===== src/hw/dtsir_defs.svh =====
// Offsets, field positions, reset values for the test, sleep and identifier register slice
`ifndef DTSIR_DEFS_SVH
`define DTSIR_DEFS_SVH

`define DTSIR_OFS_WORD0      8'h0C
`define DTSIR_OFS_WORD1      8'h0D
`define DTSIR_OFS_WORD5      8'h11
`define DTSIR_OFS_WORD6      8'h12
`define DTSIR_OFS_WORD7      8'h13
`define DTSIR_OFS_OVERRIDE   8'h14
`define DTSIR_OFS_SLEEP_MASK 8'h15
`define DTSIR_OFS_ID_LOW     8'h16
`define DTSIR_OFS_ID_LMID    8'h17
`define DTSIR_OFS_ID_UMID    8'h18
`define DTSIR_OFS_ID_HIGH    8'h19
`define DTSIR_OFS_CHK_CTRL   8'h1B
`define DTSIR_OFS_CHK_STAT   8'h1C

`define DTSIR_RST_WORD0      14'h0000
`define DTSIR_RST_WORD1      14'h36B6
`define DTSIR_RST_WORD2      14'h2AEA
`define DTSIR_RST_WORD3      14'h0545
`define DTSIR_RST_WORD4      14'h0585
`define DTSIR_RST_WORD5      14'h0949
`define DTSIR_RST_WORD6      14'h1515
`define DTSIR_RST_WORD7      14'h3ABA
`define DTSIR_RST_OVR_CODE   14'h0000
`define DTSIR_RST_SLEEP_MASK 16'hFFFF

`define DTSIR_POS_OVR_EN     15
`define DTSIR_POS_SLEEP_LO   8
`define DTSIR_POS_CHK_EN     0
`define DTSIR_POS_ERR_A      0
`define DTSIR_POS_ERR_B      1

`endif


===== src/hw/dtsir_pkg.sv =====
// Types shared by the test, sleep and identifier register slice
package dtsir_pkg;
    typedef logic [7:0]  dtsir_addr_t;
    typedef logic [15:0] dtsir_word_t;
    typedef logic [13:0] dtsir_code_t;
    typedef logic [63:0] dtsir_id_t;
    typedef logic [7:0]  dtsir_sleep_t;
    typedef enum logic [0:0] {
        DTSIR_CHK_IDLE = 1'b0,
        DTSIR_CHK_RUN  = 1'b1
    } dtsir_chk_state_t;
endpackage


===== src/hw/dtsir_regs.sv =====
// Test pattern, static override, sleep routing and die identifier registers
//
// Notes on behaviour
// - Word six: 14-bit writable, resets 0x1515
// - Word seven: 14-bit writable, resets 0x3ABA
// - Eight words form the input check reference
// - Override enable bit 15 forces static code
// - Static code 14 bits, reset zero, both converters
// - Sleep mask 16 bits, resets all ones
// - Mask one forwards sleep; zero keeps awake
// - Bits 15..12: conv A, B, fuse, temp
// - Bits 11..8: clock, data, sync, align
// - Identifier bits 15:0 at 0x16, read only
// - Identifier bits 31:16 at 0x17, read only
// - Further identifier slice at 0x18, read only
// - Reserved pattern and override bits read zero
// - Words one to five at 0x0D..0x11
// - 0x18 holds bits 47:32, 0x19 bits 63:48
`timescale 1ns/1ps
`default_nettype none
`include "dtsir_defs.svh"
module dtsir_regs #(
    parameter int WORDS = 8
) (
    // Clock and reset
    input  wire logic                    ref_clk,
    input  wire logic                    rst_n,
    // Register port
    input  wire dtsir_pkg::dtsir_addr_t  reg_addr,
    input  wire dtsir_pkg::dtsir_word_t  reg_wdata,
    input  wire logic                    reg_wr,
    input  wire logic                    reg_rd,
    output dtsir_pkg::dtsir_word_t       reg_rdata,
    // Input data path
    input  wire dtsir_pkg::dtsir_code_t  din_a,
    input  wire dtsir_pkg::dtsir_code_t  din_b,
    input  wire logic                    din_valid,
    // Converter codes
    output dtsir_pkg::dtsir_code_t       dac_a_code,
    output dtsir_pkg::dtsir_code_t       dac_b_code,
    // Sleep
    input  wire logic                    sleep_pin,
    output dtsir_pkg::dtsir_sleep_t      block_sleep,
    // Die identifier
    input  wire dtsir_pkg::dtsir_id_t    die_identifier_word,
    // Checker status
    output logic                         io_check_error
);
    import dtsir_pkg::*;

    // Pattern store, index 0 is word zero
    dtsir_code_t      pat_r [WORDS];
    logic             ovr_en_r;
    dtsir_code_t      ovr_code_r;
    dtsir_word_t      mask_r;
    logic             chk_en_r;
    logic             err_a_r;
    logic             err_b_r;
    dtsir_chk_state_t chk_state_r;
    dtsir_chk_state_t chk_state_nxt;
    logic [2:0]       chk_idx_r;
    logic             sleep_sync;

    // Address decode
    wire logic        pat_hit   = (reg_addr >= `DTSIR_OFS_WORD0) &&
                                  (reg_addr <= `DTSIR_OFS_WORD7);
    wire logic [2:0]  pat_idx   = 3'(reg_addr - `DTSIR_OFS_WORD0);
    wire logic        hit_ovr   = (reg_addr == `DTSIR_OFS_OVERRIDE);
    wire logic        hit_mask  = (reg_addr == `DTSIR_OFS_SLEEP_MASK);
    wire logic        hit_id0   = (reg_addr == `DTSIR_OFS_ID_LOW);
    wire logic        hit_id1   = (reg_addr == `DTSIR_OFS_ID_LMID);
    wire logic        hit_id2   = (reg_addr == `DTSIR_OFS_ID_UMID);
    wire logic        hit_id3   = (reg_addr == `DTSIR_OFS_ID_HIGH);
    wire logic        hit_ctrl  = (reg_addr == `DTSIR_OFS_CHK_CTRL);
    wire logic        hit_stat  = (reg_addr == `DTSIR_OFS_CHK_STAT);
    wire logic        wr_pat    = reg_wr && pat_hit;
    wire logic        wr_ovr    = reg_wr && hit_ovr;
    wire logic        wr_mask   = reg_wr && hit_mask;
    wire logic        wr_ctrl   = reg_wr && hit_ctrl;
    wire logic        wr_stat   = reg_wr && hit_stat;

    // Read selection; identifier slices have no write path at all
    wire dtsir_word_t rd_pat    = {2'b00, pat_r[pat_idx]};
    wire dtsir_word_t rd_ovr    = {ovr_en_r, 1'b0, ovr_code_r};
    wire dtsir_word_t rd_ctrl   = {15'h0000, chk_en_r};
    wire dtsir_word_t rd_stat   = {13'h0000, chk_state_r, err_b_r, err_a_r};
    wire dtsir_word_t rd_mux    =
        pat_hit  ? rd_pat :
        hit_ovr  ? rd_ovr :
        hit_mask ? mask_r :
        hit_id0  ? die_identifier_word[15:0] :
        hit_id1  ? die_identifier_word[31:16] :
        hit_id2  ? die_identifier_word[47:32] :
        hit_id3  ? die_identifier_word[63:48] :
        hit_ctrl ? rd_ctrl :
        hit_stat ? rd_stat :
        16'h0000;

    // Reset values of the pattern words
    function automatic dtsir_code_t pat_reset(input logic [2:0] idx);
        case (idx)
            3'h0:    pat_reset = `DTSIR_RST_WORD0;
            3'h1:    pat_reset = `DTSIR_RST_WORD1;
            3'h2:    pat_reset = `DTSIR_RST_WORD2;
            3'h3:    pat_reset = `DTSIR_RST_WORD3;
            3'h4:    pat_reset = `DTSIR_RST_WORD4;
            3'h5:    pat_reset = `DTSIR_RST_WORD5;
            3'h6:    pat_reset = `DTSIR_RST_WORD6;
            3'h7:    pat_reset = `DTSIR_RST_WORD7;
            default: pat_reset = 14'h0000;
        endcase
    endfunction

    // Pattern words, upper two bits dropped on write
    genvar gi;
    generate
        for (gi = 0; gi < WORDS; gi++) begin : g_pat
            always_ff @(posedge ref_clk or negedge rst_n) begin
                if (!rst_n) begin
                    pat_r[gi] <= pat_reset(3'(gi));
                end else if (wr_pat && pat_idx == 3'(gi)) begin
                    pat_r[gi] <= reg_wdata[13:0];
                end
            end
        end
    endgenerate

    // Override, sleep mask and checker control
    always_ff @(posedge ref_clk or negedge rst_n) begin
        if (!rst_n) begin
            ovr_en_r   <= 1'b0;
            ovr_code_r <= `DTSIR_RST_OVR_CODE;
            mask_r     <= `DTSIR_RST_SLEEP_MASK;
            chk_en_r   <= 1'b0;
        end else begin
            if (wr_ovr) begin
                ovr_en_r   <= reg_wdata[`DTSIR_POS_OVR_EN];
                ovr_code_r <= reg_wdata[13:0];
            end
            if (wr_mask) begin
                mask_r <= reg_wdata;
            end
            if (wr_ctrl) begin
                chk_en_r <= reg_wdata[`DTSIR_POS_CHK_EN];
            end
        end
    end

    // Read data stands for exactly one cycle after the strobe
    always_ff @(posedge ref_clk or negedge rst_n) begin
        if (!rst_n) begin
            reg_rdata <= 16'h0000;
        end else begin
            reg_rdata <= reg_rd ? rd_mux : 16'h0000;
        end
    end

    // Converter code select; data path returns one cycle after clear
    always_ff @(posedge ref_clk or negedge rst_n) begin
        if (!rst_n) begin
            dac_a_code <= 14'h0000;
            dac_b_code <= 14'h0000;
        end else begin
            dac_a_code <= ovr_en_r ? ovr_code_r : din_a;
            dac_b_code <= ovr_en_r ? ovr_code_r : din_b;
        end
    end

    // Sleep pin comes from outside, so it is synchronised first
    dtsir_sync2 #(
        .WIDTH    (1)
    ) u_sleep_sync (
        .ref_clk  (ref_clk),
        .rst_n    (rst_n),
        .async_in (sleep_pin),
        .sync_out (sleep_sync)
    );

    // Bit order: conv A, conv B, fuse, temp, clock, data, sync, align
    always_ff @(posedge ref_clk or negedge rst_n) begin
        if (!rst_n) begin
            block_sleep <= 8'h00;
        end else begin
            block_sleep <= {8{sleep_sync}} & mask_r[15:`DTSIR_POS_SLEEP_LO];
        end
    end

    // Checker walks the eight words in order, restarting when enabled
    wire dtsir_code_t chk_expect = pat_r[chk_idx_r];
    wire logic        chk_sample = (chk_state_r == DTSIR_CHK_RUN) && din_valid;
    wire logic        miss_a     = chk_sample && (din_a != chk_expect);
    wire logic        miss_b     = chk_sample && (din_b != chk_expect);

    always_comb begin
        case (chk_state_r)
            DTSIR_CHK_IDLE: chk_state_nxt = chk_en_r ? DTSIR_CHK_RUN : DTSIR_CHK_IDLE;
            DTSIR_CHK_RUN:  chk_state_nxt = chk_en_r ? DTSIR_CHK_RUN : DTSIR_CHK_IDLE;
            default:        chk_state_nxt = DTSIR_CHK_IDLE;
        endcase
    end

    always_ff @(posedge ref_clk or negedge rst_n) begin
        if (!rst_n) begin
            chk_state_r <= DTSIR_CHK_IDLE;
            chk_idx_r   <= 3'h0;
        end else begin
            chk_state_r <= chk_state_nxt;
            if (chk_state_r != DTSIR_CHK_RUN) begin
                chk_idx_r <= 3'h0;
            end else if (din_valid) begin
                chk_idx_r <= chk_idx_r + 3'h1;
            end
        end
    end

    // Sticky flags, write one to clear; a new miss beats the clear
    always_ff @(posedge ref_clk or negedge rst_n) begin
        if (!rst_n) begin
            err_a_r        <= 1'b0;
            err_b_r        <= 1'b0;
            io_check_error <= 1'b0;
        end else begin
            err_a_r <= miss_a ||
                       (err_a_r && !(wr_stat && reg_wdata[`DTSIR_POS_ERR_A]));
            err_b_r <= miss_b ||
                       (err_b_r && !(wr_stat && reg_wdata[`DTSIR_POS_ERR_B]));
            io_check_error <= err_a_r || err_b_r;
        end
    end
endmodule
`default_nettype wire


===== src/hw/dtsir_sync2.sv =====
// Two-flop synchroniser for pin levels
`timescale 1ns/1ps
`default_nettype none
module dtsir_sync2 #(
    parameter int WIDTH = 1
) (
    // Clock and reset
    input  wire logic             ref_clk,
    input  wire logic             rst_n,
    // Levels
    input  wire logic [WIDTH-1:0] async_in,
    output logic      [WIDTH-1:0] sync_out
);
    logic [WIDTH-1:0] meta_r;

    always_ff @(posedge ref_clk or negedge rst_n) begin
        if (!rst_n) begin
            meta_r   <= '0;
            sync_out <= '0;
        end else begin
            meta_r   <= async_in;
            sync_out <= meta_r;
        end
    end
endmodule
`default_nettype wire


===== config.mk =====
export PLATFORM = sky130hd
export DESIGN_NAME = dtsir_regs
export DESIGN_NICKNAME = d
export VERILOG_FILES = /design/src/hw/dtsir_pkg.sv /design/src/hw/dtsir_regs.sv /design/src/hw/dtsir_sync2.sv
export VERILOG_INCLUDE_DIRS = /design/src /design/src/hw
export SDC_FILE = /design/constraint.sdc
export NUM_CORES = 1
export LEC_CHECK = 0
export BUFFER_PORTS_ARGS = -buffer_cell sky130_fd_sc_hd__buf_2
export CORE_MARGIN = 2
export CORE_UTILIZATION = 42
export CTS_BUF_LIST = sky130_fd_sc_hd__clkbuf_8
export DETAILED_ROUTE_END_ITERATION = 10
export PLACE_DENSITY = 0.71
export SLEW_MARGIN = 30
export SYNTH_ARGS = -nofsm -noshare
export SYNTH_HDL_FRONTEND = slang
export SYNTH_SLANG_ARGS = --single-unit

===== constraint.sdc =====
create_clock -name ref_clk -period 5.6 [get_ports ref_clk]
set_clock_uncertainty 0.2 [all_clocks]
set_input_delay 1.12 -clock ref_clk [delete_from_list [all_inputs] [get_ports ref_clk]]
set_output_delay 1.12 -clock ref_clk [all_outputs]
set_load 0.02 [all_outputs]

Word-level counts from Yosys, hierarchy flattened
Cells that the tools add are included.
{"block": "totals", "output_inout_bits": 53, "inputBits": 122, "regBits": 205}
{"block": "classes", "n_lt_le_gt_ge": 4, "bitwise_logic": 3, "mux": 21, "n_addsub": 2, "n_eq_ne": 18, "reduce_logical": 27}
{"operator": "two-way mux 16 bit", "count": 8}
{"operator": "binary-select mux 14 bit (select 3 bit)", "count": 2}
{"operator": "two-way mux 14 bit", "count": 6}
{"operator": "equality test 8 x 5 -> 1 bit, second input constant", "count": 8}
{"operator": "inequality test 14 bit", "count": 2}
{"operator": "logical AND 1 bit", "count": 21}
{"operator": "equality test 3 bit, second input constant", "count": 4}
{"operator": "two-way mux 3 bit", "count": 4}
{"operator": "bitwise AND 8 bit", "count": 1}
{"operator": "greater-or-equal comparator 4 bit, second input constant", "count": 2}
{"operator": "greater-or-equal comparator 8 x 4 -> 1 bit, second input constant", "count": 1}
{"operator": "less-or-equal comparator 8 x 5 -> 1 bit, second input constant", "count": 1}
{"operator": "inverter 3 -> 4 bit", "count": 2}
{"operator": "equality test 3 x 2 -> 1 bit, second input constant", "count": 2}
{"operator": "adder 3 x 1 -> 3 bit, second input constant", "count": 1}
{"operator": "equality test 3 x 1 -> 1 bit, second input constant", "count": 1}
{"operator": "zero test 3 bit", "count": 1}
{"operator": "logical OR 1 bit", "count": 3}
{"operator": "subtractor 3 bit, second input constant", "count": 1}
{"operator": "zero test 1 bit", "count": 2}
{"operator": "inequality test 2 bit, second input constant", "count": 1}
{"operator": "two-way mux 1 bit", "count": 1}

Logic depth before layout (Yosys ltp)
Gate-level depths: netlist of the first run.
{"block": "depth", "ltp_word": 11, "depth_mapped": 9, "depth_no_buf": 6}

Hierarchy
A second synthesis of the first run with hierarchy kept.
{"block": "hier_totals", "cells_unflattened": 869, "area_unflattened_um2": 10903.0}
{"module": "dtsir_regs", "n_inst": 1, "cells_per_inst": 867, "seq_area_each_um2": 5158.7, "area_per_inst_um2": 10852.9}
{"module": "dtsir_sync2", "n_inst": 1, "cells_per_inst": 2, "seq_area_each_um2": 50.0, "area_per_inst_um2": 50.0}

Worst setup path before layout of the first run
OpenSTA, ideal clock, no wires.
{"block": "synth_path", "kind": "in2reg", "from": "in reg_addr[5]", "to": "reg ovr_code_r[10]", "n_path_buf": 3, "setup_ps": 125, "path_slack_ps": 2436, "t_required_ps": 5275, "stages": 8, "arrival_ps": 2839, "path_cell_list": "or4b_1 > buf_2 > nor3b_4 > and2_1 > buf_4 > nand2_4 > buf_6 > mux2_4"}
{"block": "synth_between", "elab_chain_len": 2}
{"element": "from (decl)", "line": "dtsir_regs.sv:29", "source": "input wire dtsir_pkg::dtsir_addr_t reg_addr,"}
{"element": "equality test 8 x 5 -> 1 bit (no source line)"}
{"element": "logical AND 1 bit", "line": "dtsir_regs.sv:77", "source": "wire logic wr_ovr = reg_wr && hit_ovr;"}
{"element": "to (signal assigned)", "line": "dtsir_regs.sv:132", "source": "ovr_code_r <= `DTSIR_RST_OVR_CODE;"}
{"element": "to (signal assigned)", "line": "dtsir_regs.sv:138", "source": "ovr_code_r <= reg_wdata[13:0];"}
{"element": "to (decl)", "line": "dtsir_regs.sv:54", "source": "dtsir_code_t ovr_code_r;"}
Every way passes these cells.
A chain may end at the register's enable or synchronous reset.

Final worst setup path of the first run
{"block": "layout_path", "from": "in reg_addr[2]", "to": "reg pat_r[21] (netlist bit)"}
{"block": "layout_between", "elab_chain_len": 4}
{"element": "greater-or-equal comparator 8 x 4 -> 1 bit (no source line) or less-or-equal comparator 8 x 5 -> 1 bit (tied branches)"}
{"element": "logical AND 1 bit", "line": "dtsir_regs.sv:65", "source": "wire logic pat_hit = (reg_addr >= `DTSIR_OFS_WORD0) &&"}
{"element": "logical AND 1 bit", "line": "dtsir_regs.sv:76", "source": "wire logic wr_pat = reg_wr && pat_hit;"}
{"element": "logical AND 1 bit (*)", "line": "dtsir_regs.sv:121", "source": "end else if (wr_pat && pat_idx == 3'(gi)) begin"}
{"element": "to (signal, indexed assignment)", "line": "dtsir_regs.sv:120", "source": "pat_r[gi] <= pat_reset(3'(gi));"}
{"element": "to (signal, indexed assignment)", "line": "dtsir_regs.sv:122", "source": "pat_r[gi] <= reg_wdata[13:0];"}
{"element": "to (decl)", "line": "dtsir_regs.sv:52", "source": "dtsir_code_t pat_r [WORDS];"}
Mark *: on every way between the ends. The rest lies on a longest branch, timed or not.

==> metrics.md, run 1 <==
| Metric | Value |
|---|---|
| Drc violations | 0 |
| Util after Layout | 0.501 |
| EDFF count, synth | 0 |
| Dominant synthesized flop cell | dfrtp_1 |
| Vias | 7698 |
| Slew headroom | 0.309 |
| # diodes | 0 |
| Static Leak | 0.00580 uW |
| First-pass GRT wire length | 44.3 mm |
| Std-Cell Rows | 58 |
| Worst-Margin Slew | 1.03 ns |
| Htree depth | 2 |
| TritonCTS buffer count | 34 |
| Largest net degree at the start of global routing | 83 |
| # Post-CTS Setup Buffers | 0 |
| TritonCTS clock tree | done |
| Initial antenna violation count | 0 |
| Share of cells above drive strength 1 | 0.492 |
| RSZ-0062 raised after global routing | false |
| Most common cell in the netlist | mux2_2 |
| Die W | 164 um |
| 1st-pass router iterations | 6 |
| Final-report setup violation count | 0 |
| IO Pins | 175 |
| CORE AREA | 0.0251 sq mm |
| Most frequent cells after synthesis | 144 x mux2_2, 142 x dfrtp_1, 63 x dfstp_2 |
| Final Hold Fails | 0 |
| Flip-flop and latch count after synthesis | 205 |
| CP Data Required Time | 5.79 ns |
| Total wire length | 29.2 mm |
| Placed Area | 0.0119 sq mm |
| Die area | 0.0268 sq mm |
| Crit. End Element | register |
| Tot GR Track Use | 0.218 |
| Comb pwr share | 0.117 |
| Antenna-violating nets left | 0 |
| Cell taking the most area after synthesis | dfrtp_1 |
| Slew Limit Fails | 0 |
| Type of the worst setup path | primary input to register |
| Net switching power | 857 uW |
| Sum Neg Setup Slack | 0 ns |
| Top cells by area, synth | dfrtp_1 33%, dfstp_2 15%, mux2_2 15% |
| Clk buf depth | 3 |
| Final min period | 3.65 ns |
| Post-synthesis cell area | 0.0107 sq mm |
| Clk pin slew, worst setup/hold paths | 0.06 ns |
| Register area share after synthesis | 0.485 |
| Worst skew pair latency | 0.52 ns |
| Grt ovf | 0 |
| Clock sinks | 205 |
| Status | completed |
| Routability Congestion | 0.879 |
| Vias in the first global route | 7812 |
| Max-cap violations | 0 |
| Fmax | 0.274 GHz |
| Async SR Flop Fraction | 1.00 |
| Area grow syn2layout | 17.2% |
| Final #Nets | 1120 |
| PortBufs | 174 |
| Die height | 164 um |
| HPWL Detailed | 20.5 mm |
| Worst setup SP type | primary input |
| Net Count, Synth | 968 |
| Syn Inst Count | 845 |
| Hold crit path type | register to register |
| Final period util | 0.652 |
| Synth warn | 0 |
| Synth cell types | 53 |
| Pwr dens | 270 mW/mm^2 |
| Clock power frac | 0.404 |
| Initial drt markers | 667 |
| Starting Density | 0.427 |
| Flop pwr share | 0.478 |
| Net Sw Frac | 0.253 |
| Top-area cell type share of the netlist area | 0.331 |
| Number of vias per cell | 5.69 |
| Final instance area | 0.0126 sq mm |
| Root buf cell | clkbuf_8 |
| Post-CTS Hold Fix Bufs | 0 |
| CTS resizes | 0 |
| Pint | 2540 uW |
| Crit path max fanout | 29 |
| Syn avg cell area | 12.7 sq um |
| Drt wl/cell | 21.6 um |
| Arrival time worst endpoint | 3.84 ns |
| Worst VDD drop | 0.167 mV |
-- critical path, cell delays in order --
cell and delay, ns:
buf_2 0.57, nand2_1 0.12, o22ai_1 0.14, nand2_1 0.25, nor3b_1 0.47, nand3b_1 0.65, mux2_2 0.51
-- final cells by class --
cell class | instances | area (sq um)
Clock buffer | 43 | 592
Clock inverter | 19 | 128
Fill cell | 2167 | 12500
Inverter | 30 | 113
Multi-Input combinational cell | 542 | 5130
Sequential cell | 205 | 5210
Tap cell | 330 | 413
Timing Repair Buffer | 184 | 990
-- worst paths after layout --
path                                                from                              end  slack (ns)  cells after the start
max                                          reg_addr[2]            pat_r[21]$_DFFE_PN0P_        1.95                      7
min                        u_sleep_sync.meta_r$_DFF_PN0_  u_sleep_sync.sync_out$_DFF_PN0_        0.17                      0
max reg2reg                     chk_idx_r[2]$_DFFE_PN0P_                err_b_r$_DFF_PN0_        2.66                      6
min reg2reg                u_sleep_sync.meta_r$_DFF_PN0_  u_sleep_sync.sync_out$_DFF_PN0_        0.17                      0
max in group asynchronous                          rst_n            pat_r[81]$_DFFE_PN1P_        3.92                      2
min in group asynchronous                          rst_n            pat_r[65]$_DFFE_PN0P_        0.43                      1
-- sequential cells by signal, indices dropped and copies added, names as in the netlist, 3 cells and up --
signal	flops
dac_b_code	14
dac_a_code	14
mask_r	16
pat_r	112
reg_rdata	16
ovr_code_r	14
block_sleep	8
chk_idx_r	3
-- layer usage --
layer,vias up,share of wire,track usage
li1,3388,-,-
met1,3919,0.41,0.281
met2,327,0.48,0.359
met3,64,0.071,0.0472
met4,0,0.036,0.0909
met5,-,0,0
-- placed cells by master, fill, tap and decap left out, types with 11 or more instances in the layout --
master / netlist / layout
o21ai_0: 42 / 42
and2_1: 14 / 14
mux4_2: 46 / 46
inv_1: 30 / 44
nor3_1: 13 / 11
nor2_1: 15 / 15
nand2_1: 46 / 46
dfrtp_1: 142 / 141
dfstp_2: 63 / 63
buf_2: 18 / 172
clkbuf_8: 0 / 44
mux2i_1: 49 / 49
xnor2_1: 29 / 29
mux2_2: 144 / 144
a21oi_1: 16 / 16
-- power groups by stage --
stage / logic, uW / clock network [uW] / registers [uW]
final: 398 / 1370 / 1620
after global routing: 430 / 1470 / 1630
after CTS: 400 / 1400 / 1620
after detailed placement: 397 / 0 / 1650
after global placement: 389 / 0 / 1640
after floorplan: 215 / 0 / 1650
-- cell families after synthesis --
kind of cell | Yosys count | synth area share
AOI/OAI and AO/OA | 127 | 0.0778
xor gates and xnor gates | 30 | 0.0245
buffers and inverters | 98 | 0.0385
DFF | 205 | 0.485
muxes | 249 | 0.307
and+or+nand+nor | 135 | 0.0655
adders and majority gates | 1 | 0.00117
-- metrics by stage --
| step | hold slack (ns) | std cells | setup WS, ns | total power [uW] |
|---|---|---|---|---|
| after detailed placement | 0.160 | 1291 | 1.44 | 2040 |
| after global routing | 0.176 | 1353 | 1.62 | 3530 |
| after CTS | 0.175 | 1353 | 1.98 | 3420 |
| after global placement | 0.133 | 1290 | 1.54 | 2030 |
| after floorplan | 0.131 | 845 | 2.44 | 1870 |
| final | 0.171 | 1353 | 1.95 | 3390 |
Note: power is estimated with default switching activity, not from simulation.
==> run 2, diff against run 1 <==
- clock period: 5.6 -> 3.4 ns (I/O delays scaled with it)
==> metrics.md, run 2 (synthesis gave the netlist of run 1 again) <==
| Metric | Value |
|---|---|
| Status | completed |
| PortBufs | 174 |
| Static Leak | 0.00592 uW |
| Placed Cells | 1320 |
| Vias | 7747 |
| Crit path cell chain | mux4_2, mux2i_1, xnor2_1, nand4_1, nor4_1, a31oi_1 |
| R2r setup slk | 0.41 ns |
| TritonCTS buffer count | 34 |
| CORE AREA | 0.0251 sq mm |
| Most flops, register | pat_r |
| Placed Area | 0.0121 sq mm |
| RSZ-0062 raised after global routing | false |
| Final Hold Fails | 0 |
| Tot GR Track Use | 0.223 |
| Slowest cell delay on critical path | 0.79 ns |
| Initial antenna violation count | 1 |
| CTS resizes | 0 |
| Routability Congestion | 0.870 |
| Total wire length | 29.9 mm |
| Busiest layer in global routing | met2 |
| Worst setup SP type | register |
| Initial drt markers | 759 |
| Crit path max fanout | 21 |
| Worst-Margin Slew | 0.657 ns |
| CP Data Required Time | 3.58 ns |
| Largest net degree at the start of global routing | 72 |
| Crit. End Element | register |
| HPWL Detailed | 21.8 mm |
| Final period util | 0.879 |
| Vias in the first global route | 7949 |
| Worst skew pair latency | 0.53 ns |
| TritonCTS clock tree | done |
| Sum Neg Setup Slack | 0 ns |
| Final #Nets | 1150 |
| IO Pins | 175 |
| Final instance area | 0.0128 sq mm |
| First-pass GRT wire length | 45.2 mm |
| Met3 Resource Use GR | 0.0444 |
| CP max-delay cell | dfrtp_2 |
| Std-Cell Rows | 58 |
| Most frequent cells in the layout | 172 x buf_2, 144 x mux2_2, 141 x dfrtp_1 |
| Max-cap violations | 0 |
| Met1 global-route usage | 0.286 |
| Largest regs | pat_r x112, mask_r x16, reg_rdata x16 |
| Die height | 164 um |
| Final-report setup violation count | 0 |
| Drc violations | 0 |
| Hold crit path type | primary input to register |
| Grt ovf | 0 |
| Number of flip-flops under the largest register name | 112 |
| Arrival time worst endpoint | 3.17 ns |
| Clk pin slew, worst setup/hold paths | 0.06 ns |
| Starting Density | 0.427 |
| Pwr dens | 434 mW/mm^2 |
| Slew headroom | 0.562 |
| Root buf cell | clkbuf_8 |
| 1st-pass router iterations | 5 |
| Worst VDD drop | 0.254 mV |
| Clock sinks | 205 |
| Die W | 164 um |
| Share of cells above drive strength 1 | 0.510 |
| Post-Layout Cell Count | 1383 |
| Area grow syn2layout | 19.5% |
| Number of vias per cell | 5.60 |
| Clk buf depth | 3 |
| Drt wl/cell | 21.6 um |
| Final min period | 2.99 ns |
| Slew Limit Fails | 0 |
| Most common cell after layout, fill and taps aside | buf_2 |
| Antenna-violating nets left | 0 |
| # Post-CTS Setup Buffers | 0 |
| Post-CTS Hold Fix Bufs | 1 |
| Type of the worst setup path | register to register |
| Fmax | 0.335 GHz |
| GR Util met2 | 0.365 |
| Htree depth | 2 |
| Die area | 0.0268 sq mm |
==> run 2: final timing paths <==
kind                            cells past startpoint                               to                     startpoint
worst max register to register                      6                err_b_r$_DFF_PN0_       chk_idx_r[0]$_DFFE_PN0P_
worst min register to register                      0  u_sleep_sync.sync_out$_DFF_PN0_  u_sleep_sync.meta_r$_DFF_PN0_
max in group asynchronous                           3            mask_r[9]$_DFFE_PN1P_                          rst_n
min in group asynchronous                           2            pat_r[20]$_DFFE_PN0P_                          rst_n
worst max-delay path                                6                err_b_r$_DFF_PN0_       chk_idx_r[0]$_DFFE_PN0P_
worst min-delay path                                1    u_sleep_sync.meta_r$_DFF_PN0_                      sleep_pin
==> run 2: power breakdown <==
part | total [uW] | internal, uW | leakage (uW) | switching (uW)
Clock | 2230 | 1230 | 0.000405 | 993
Combinational | 664 | 302 | 0.00298 | 362
Sequential | 2680 | 2590 | 0.00254 | 83.4
Total | 5570 | 4130 | 0.00592 | 1440
==> run 2: through the flow <==
stage | hold WS, ns | utilization | setup slack, ns | total power [uW]
2_1_floorplan | 0.131 | - | 0.676 | 3070
3_3_place_gp | 0.133 | 0.482 | 0.314 | 3360
3_5_place_dp | 0.149 | 0.482 | 0.250 | 3380
4_1_cts | 0.0559 | 0.511 | 0.487 | 5610
5_1_grt | 0.0540 | 0.511 | 0.327 | 5790
6_report | 0.0706 | 0.511 | 0.410 | 5570
==> run 2: metal layers <==
metal | part of all wire | vias to the layer above | wire length (um)
li1 | - | 3443 | -
met1 | 0.41 | 3900 | 12300
met2 | 0.47 | 322 | 14200
met3 | 0.069 | 82 | 2070
met4 | 0.045 | 0 | 1340
met5 | 0 | - | 0
==> run 2: worst max-delay path, delay by kind of cell (launching register included) <==
kind | cells | cell delay (ns)
and+or+nand+nor | 2 | 0.50
xor gates and xnor gates | 1 | 0.19
DFF | 1 | 0.79
muxes | 2 | 1.02
AOI/OAI and AO/OA | 1 | 0.13
==> run 2: layout make-up <==
type,instances,area (sq um)
Antenna cell,1,2.50
Clock buffer,47,647
Clock inverter,14,63.8
Fill cell,2184,12300
Inverter,30,113
Multi-Input combinational cell,542,5120
Sequential cell,205,5210
Tap cell,330,413
Timing Repair Buffer,214,1260
==> run 3, diff against run 2 <==
- REMOVE_ABC_BUFFERS: default -> 1
==> metrics.md, run 3 (synthesis gave the netlist of run 1 again) <==
| Metric | Value |
|---|---|
| Grt ovf | 0 |
| TritonCTS clock tree | done |
| Hold crit path type | primary input to asynchronous set/reset pin |
| Total wire length | 30.9 mm |
| Die height | 164 um |
| Clock power frac | 0.409 |
| Fmax | 0.344 GHz |
| Initial antenna violation count | 2 |
| Worst-Margin Slew | 0.704 ns |
| Drt wl/cell | 22.2 um |
| Comb pwr share | 0.117 |
| RSZ-0062 raised after global routing | false |
| Number of flip-flops under the largest register name | 112 |
| Worst VDD drop | 0.247 mV |
| Root buf cell | clkbuf_8 |
| Pwr dens | 439 mW/mm^2 |
| CORE AREA | 0.0251 sq mm |
| Net Sw Frac | 0.258 |
| Flop pwr share | 0.474 |
| Largest regs | pat_r x112, mask_r x16, reg_rdata x16 |
| Static Leak | 0.00595 uW |
| Clk pin slew, worst setup/hold paths | 0.06 ns |
| Final-report setup violation count | 0 |
| HPWL Detailed | 22.3 mm |
| Sum Neg Setup Slack | 0 ns |
| Type of the worst setup path | register to register |
| Area grow syn2layout | 19.7% |
| Slew headroom | 0.527 |
| Clk buf depth | 3 |
| # diodes | 0 |
| IO Pins | 175 |
| Largest net degree at the start of global routing | 82 |
| Std-Cell Rows | 58 |
| # Post-CTS Setup Buffers | 0 |
| Crit. End Element | register |
| Crit path max fanout | 12 |
| Net switching power | 1460 uW |
| Most frequent cells in the layout | 172 x buf_2, 144 x mux2_2, 141 x dfrtp_1 |
| Drc violations | 0 |
| TritonCTS buffer count | 35 |
| CTS resizes | 0 |
| Most common cell after layout, fill and taps aside | buf_2 |
| Final instance area | 0.0129 sq mm |
| Vias in the first global route | 8086 |
| CP Data Required Time | 3.59 ns |
| Violated checks | hold timing |
| 1st-pass router iterations | 5 |
| Worst setup path startpoint | chk_idx_r[1]$_DFFE_PN0P_ |
| Worst skew pair latency | 0.54 ns |
| Total Power | 5640 uW |
| Vias | 7854 |
| Final #Nets | 1157 |
| First-pass GRT wire length | 47.4 mm |
| Initial drt markers | 604 |
| Status | complete, but fails checks |
| Tot GR Track Use | 0.236 |
| Most flops, register | pat_r |
| Antenna-violating nets left | 0 |
| Final period util | 0.856 |
| Final min period | 2.91 ns |
| Placed Area | 0.0121 sq mm |
| Routability Congestion | 0.847 |
| Post-CTS Hold Fix Bufs | 0 |
| Pint | 4180 uW |
| Fin Hold WS | -0.000816 ns |
| Worst setup SP type | register |
| Arrival time worst endpoint | 3.10 ns |
| Max-cap violations | 0 |
| Fillcell total | 2185 |
| Share of cells above drive strength 1 | 0.513 |
| Slew Limit Fails | 0 |
| Htree depth | 2 |
| Worst flop-to-flop path startpoint | chk_idx_r[1]$_DFFE_PN0P_ |
| Final Hold Fails | 4 |
| Clock sinks | 205 |
| Die W | 164 um |
| Number of vias per cell | 5.65 |
| Die area | 0.0268 sq mm |
| Starting Density | 0.427 |
| PortBufs | 174 |
[run 3: cell types whose count changed in the layout (fill, tap and decap cells not counted), sizes merged]
cell,delta
bufinv,+1
clkinv,-2
clkinvlp,+3
buf,+7
dlygate4sd3,-1
clkbuf,-1
diode,-1
inv,+2
[run 3: cell type report]
class	count	area [sq um]	share of cell area
tap	330	413	0.0321
inverter	30	113	0.00876
sequential	205	5210	0.405
multi-input combinational	542	5120	0.398
clock inverter	18	109	0.00847
timing repair buffer	220	1250	0.0975
clock buffer	46	633	0.0493
[run 3: path summary, 6_finish.rpt]
path | slack, ns | endpoint | cells after the start
setup / recovery | 0.49 | err_b_r$_DFF_PN0_ | 9
hold / removal | -0.0008 | dac_a_code[9]$_DFF_PN0_ | 1
setup reg to reg | 0.49 | err_b_r$_DFF_PN0_ | 9
hold reg to reg | 0.18 | u_sleep_sync.sync_out$_DFF_PN0_ | 0
max in group asynchronous | 2.10 | pat_r[56]$_DFFE_PN1P_ | 2
min in group ref_clk | 0.05 | u_sleep_sync.meta_r$_DFF_PN0_ | 1
[run 3: power groups by stage]
stage               Sequential [uW]  Clock (uW)  Combinational [uW]
global route                   2690        2480                 713
floorplan                      2730           0                 294
global placement               2710           0                 650
finish                         2670        2310                 658
detailed placement             2710           0                 659
CTS                            2670        2340                 662
[run 3: worst max-delay path, stage by stage, from the launching register on]
cell and delay (ns):
dfrtp_1 0.69, buf_4 0.34, mux4_2 0.34, mux2i_1 0.19, buf_4 0.18, xnor2_1 0.12
nand4_1 0.14, nor4_1 0.32, buf_4 0.18, a31oi_1 0.07
[run 3: metal layers]
layer  routed length, um  track usage  up-vias  share of wire
li1                    -            -     3456              -
met1               12900        0.323     3972           0.42
met2               14500        0.381      352           0.47
met3                2490       0.0449       70          0.081
met4                 948       0.0778        4          0.031
met5                  23            0        -        0.00074
[run 3: metrics by stage]
stage,util,worst slack (ns),cells,hold WS [ns]
6_report,0.512,0.491,1391,-0.000816
3_3_place_gp,0.482,0.410,1327,0.169
5_1_grt,0.512,0.307,1391,0.0336
3_5_place_dp,0.482,0.328,1327,0.165
2_1_floorplan,-,0.0380,777,0.131
4_1_cts,0.512,0.477,1391,0.00954
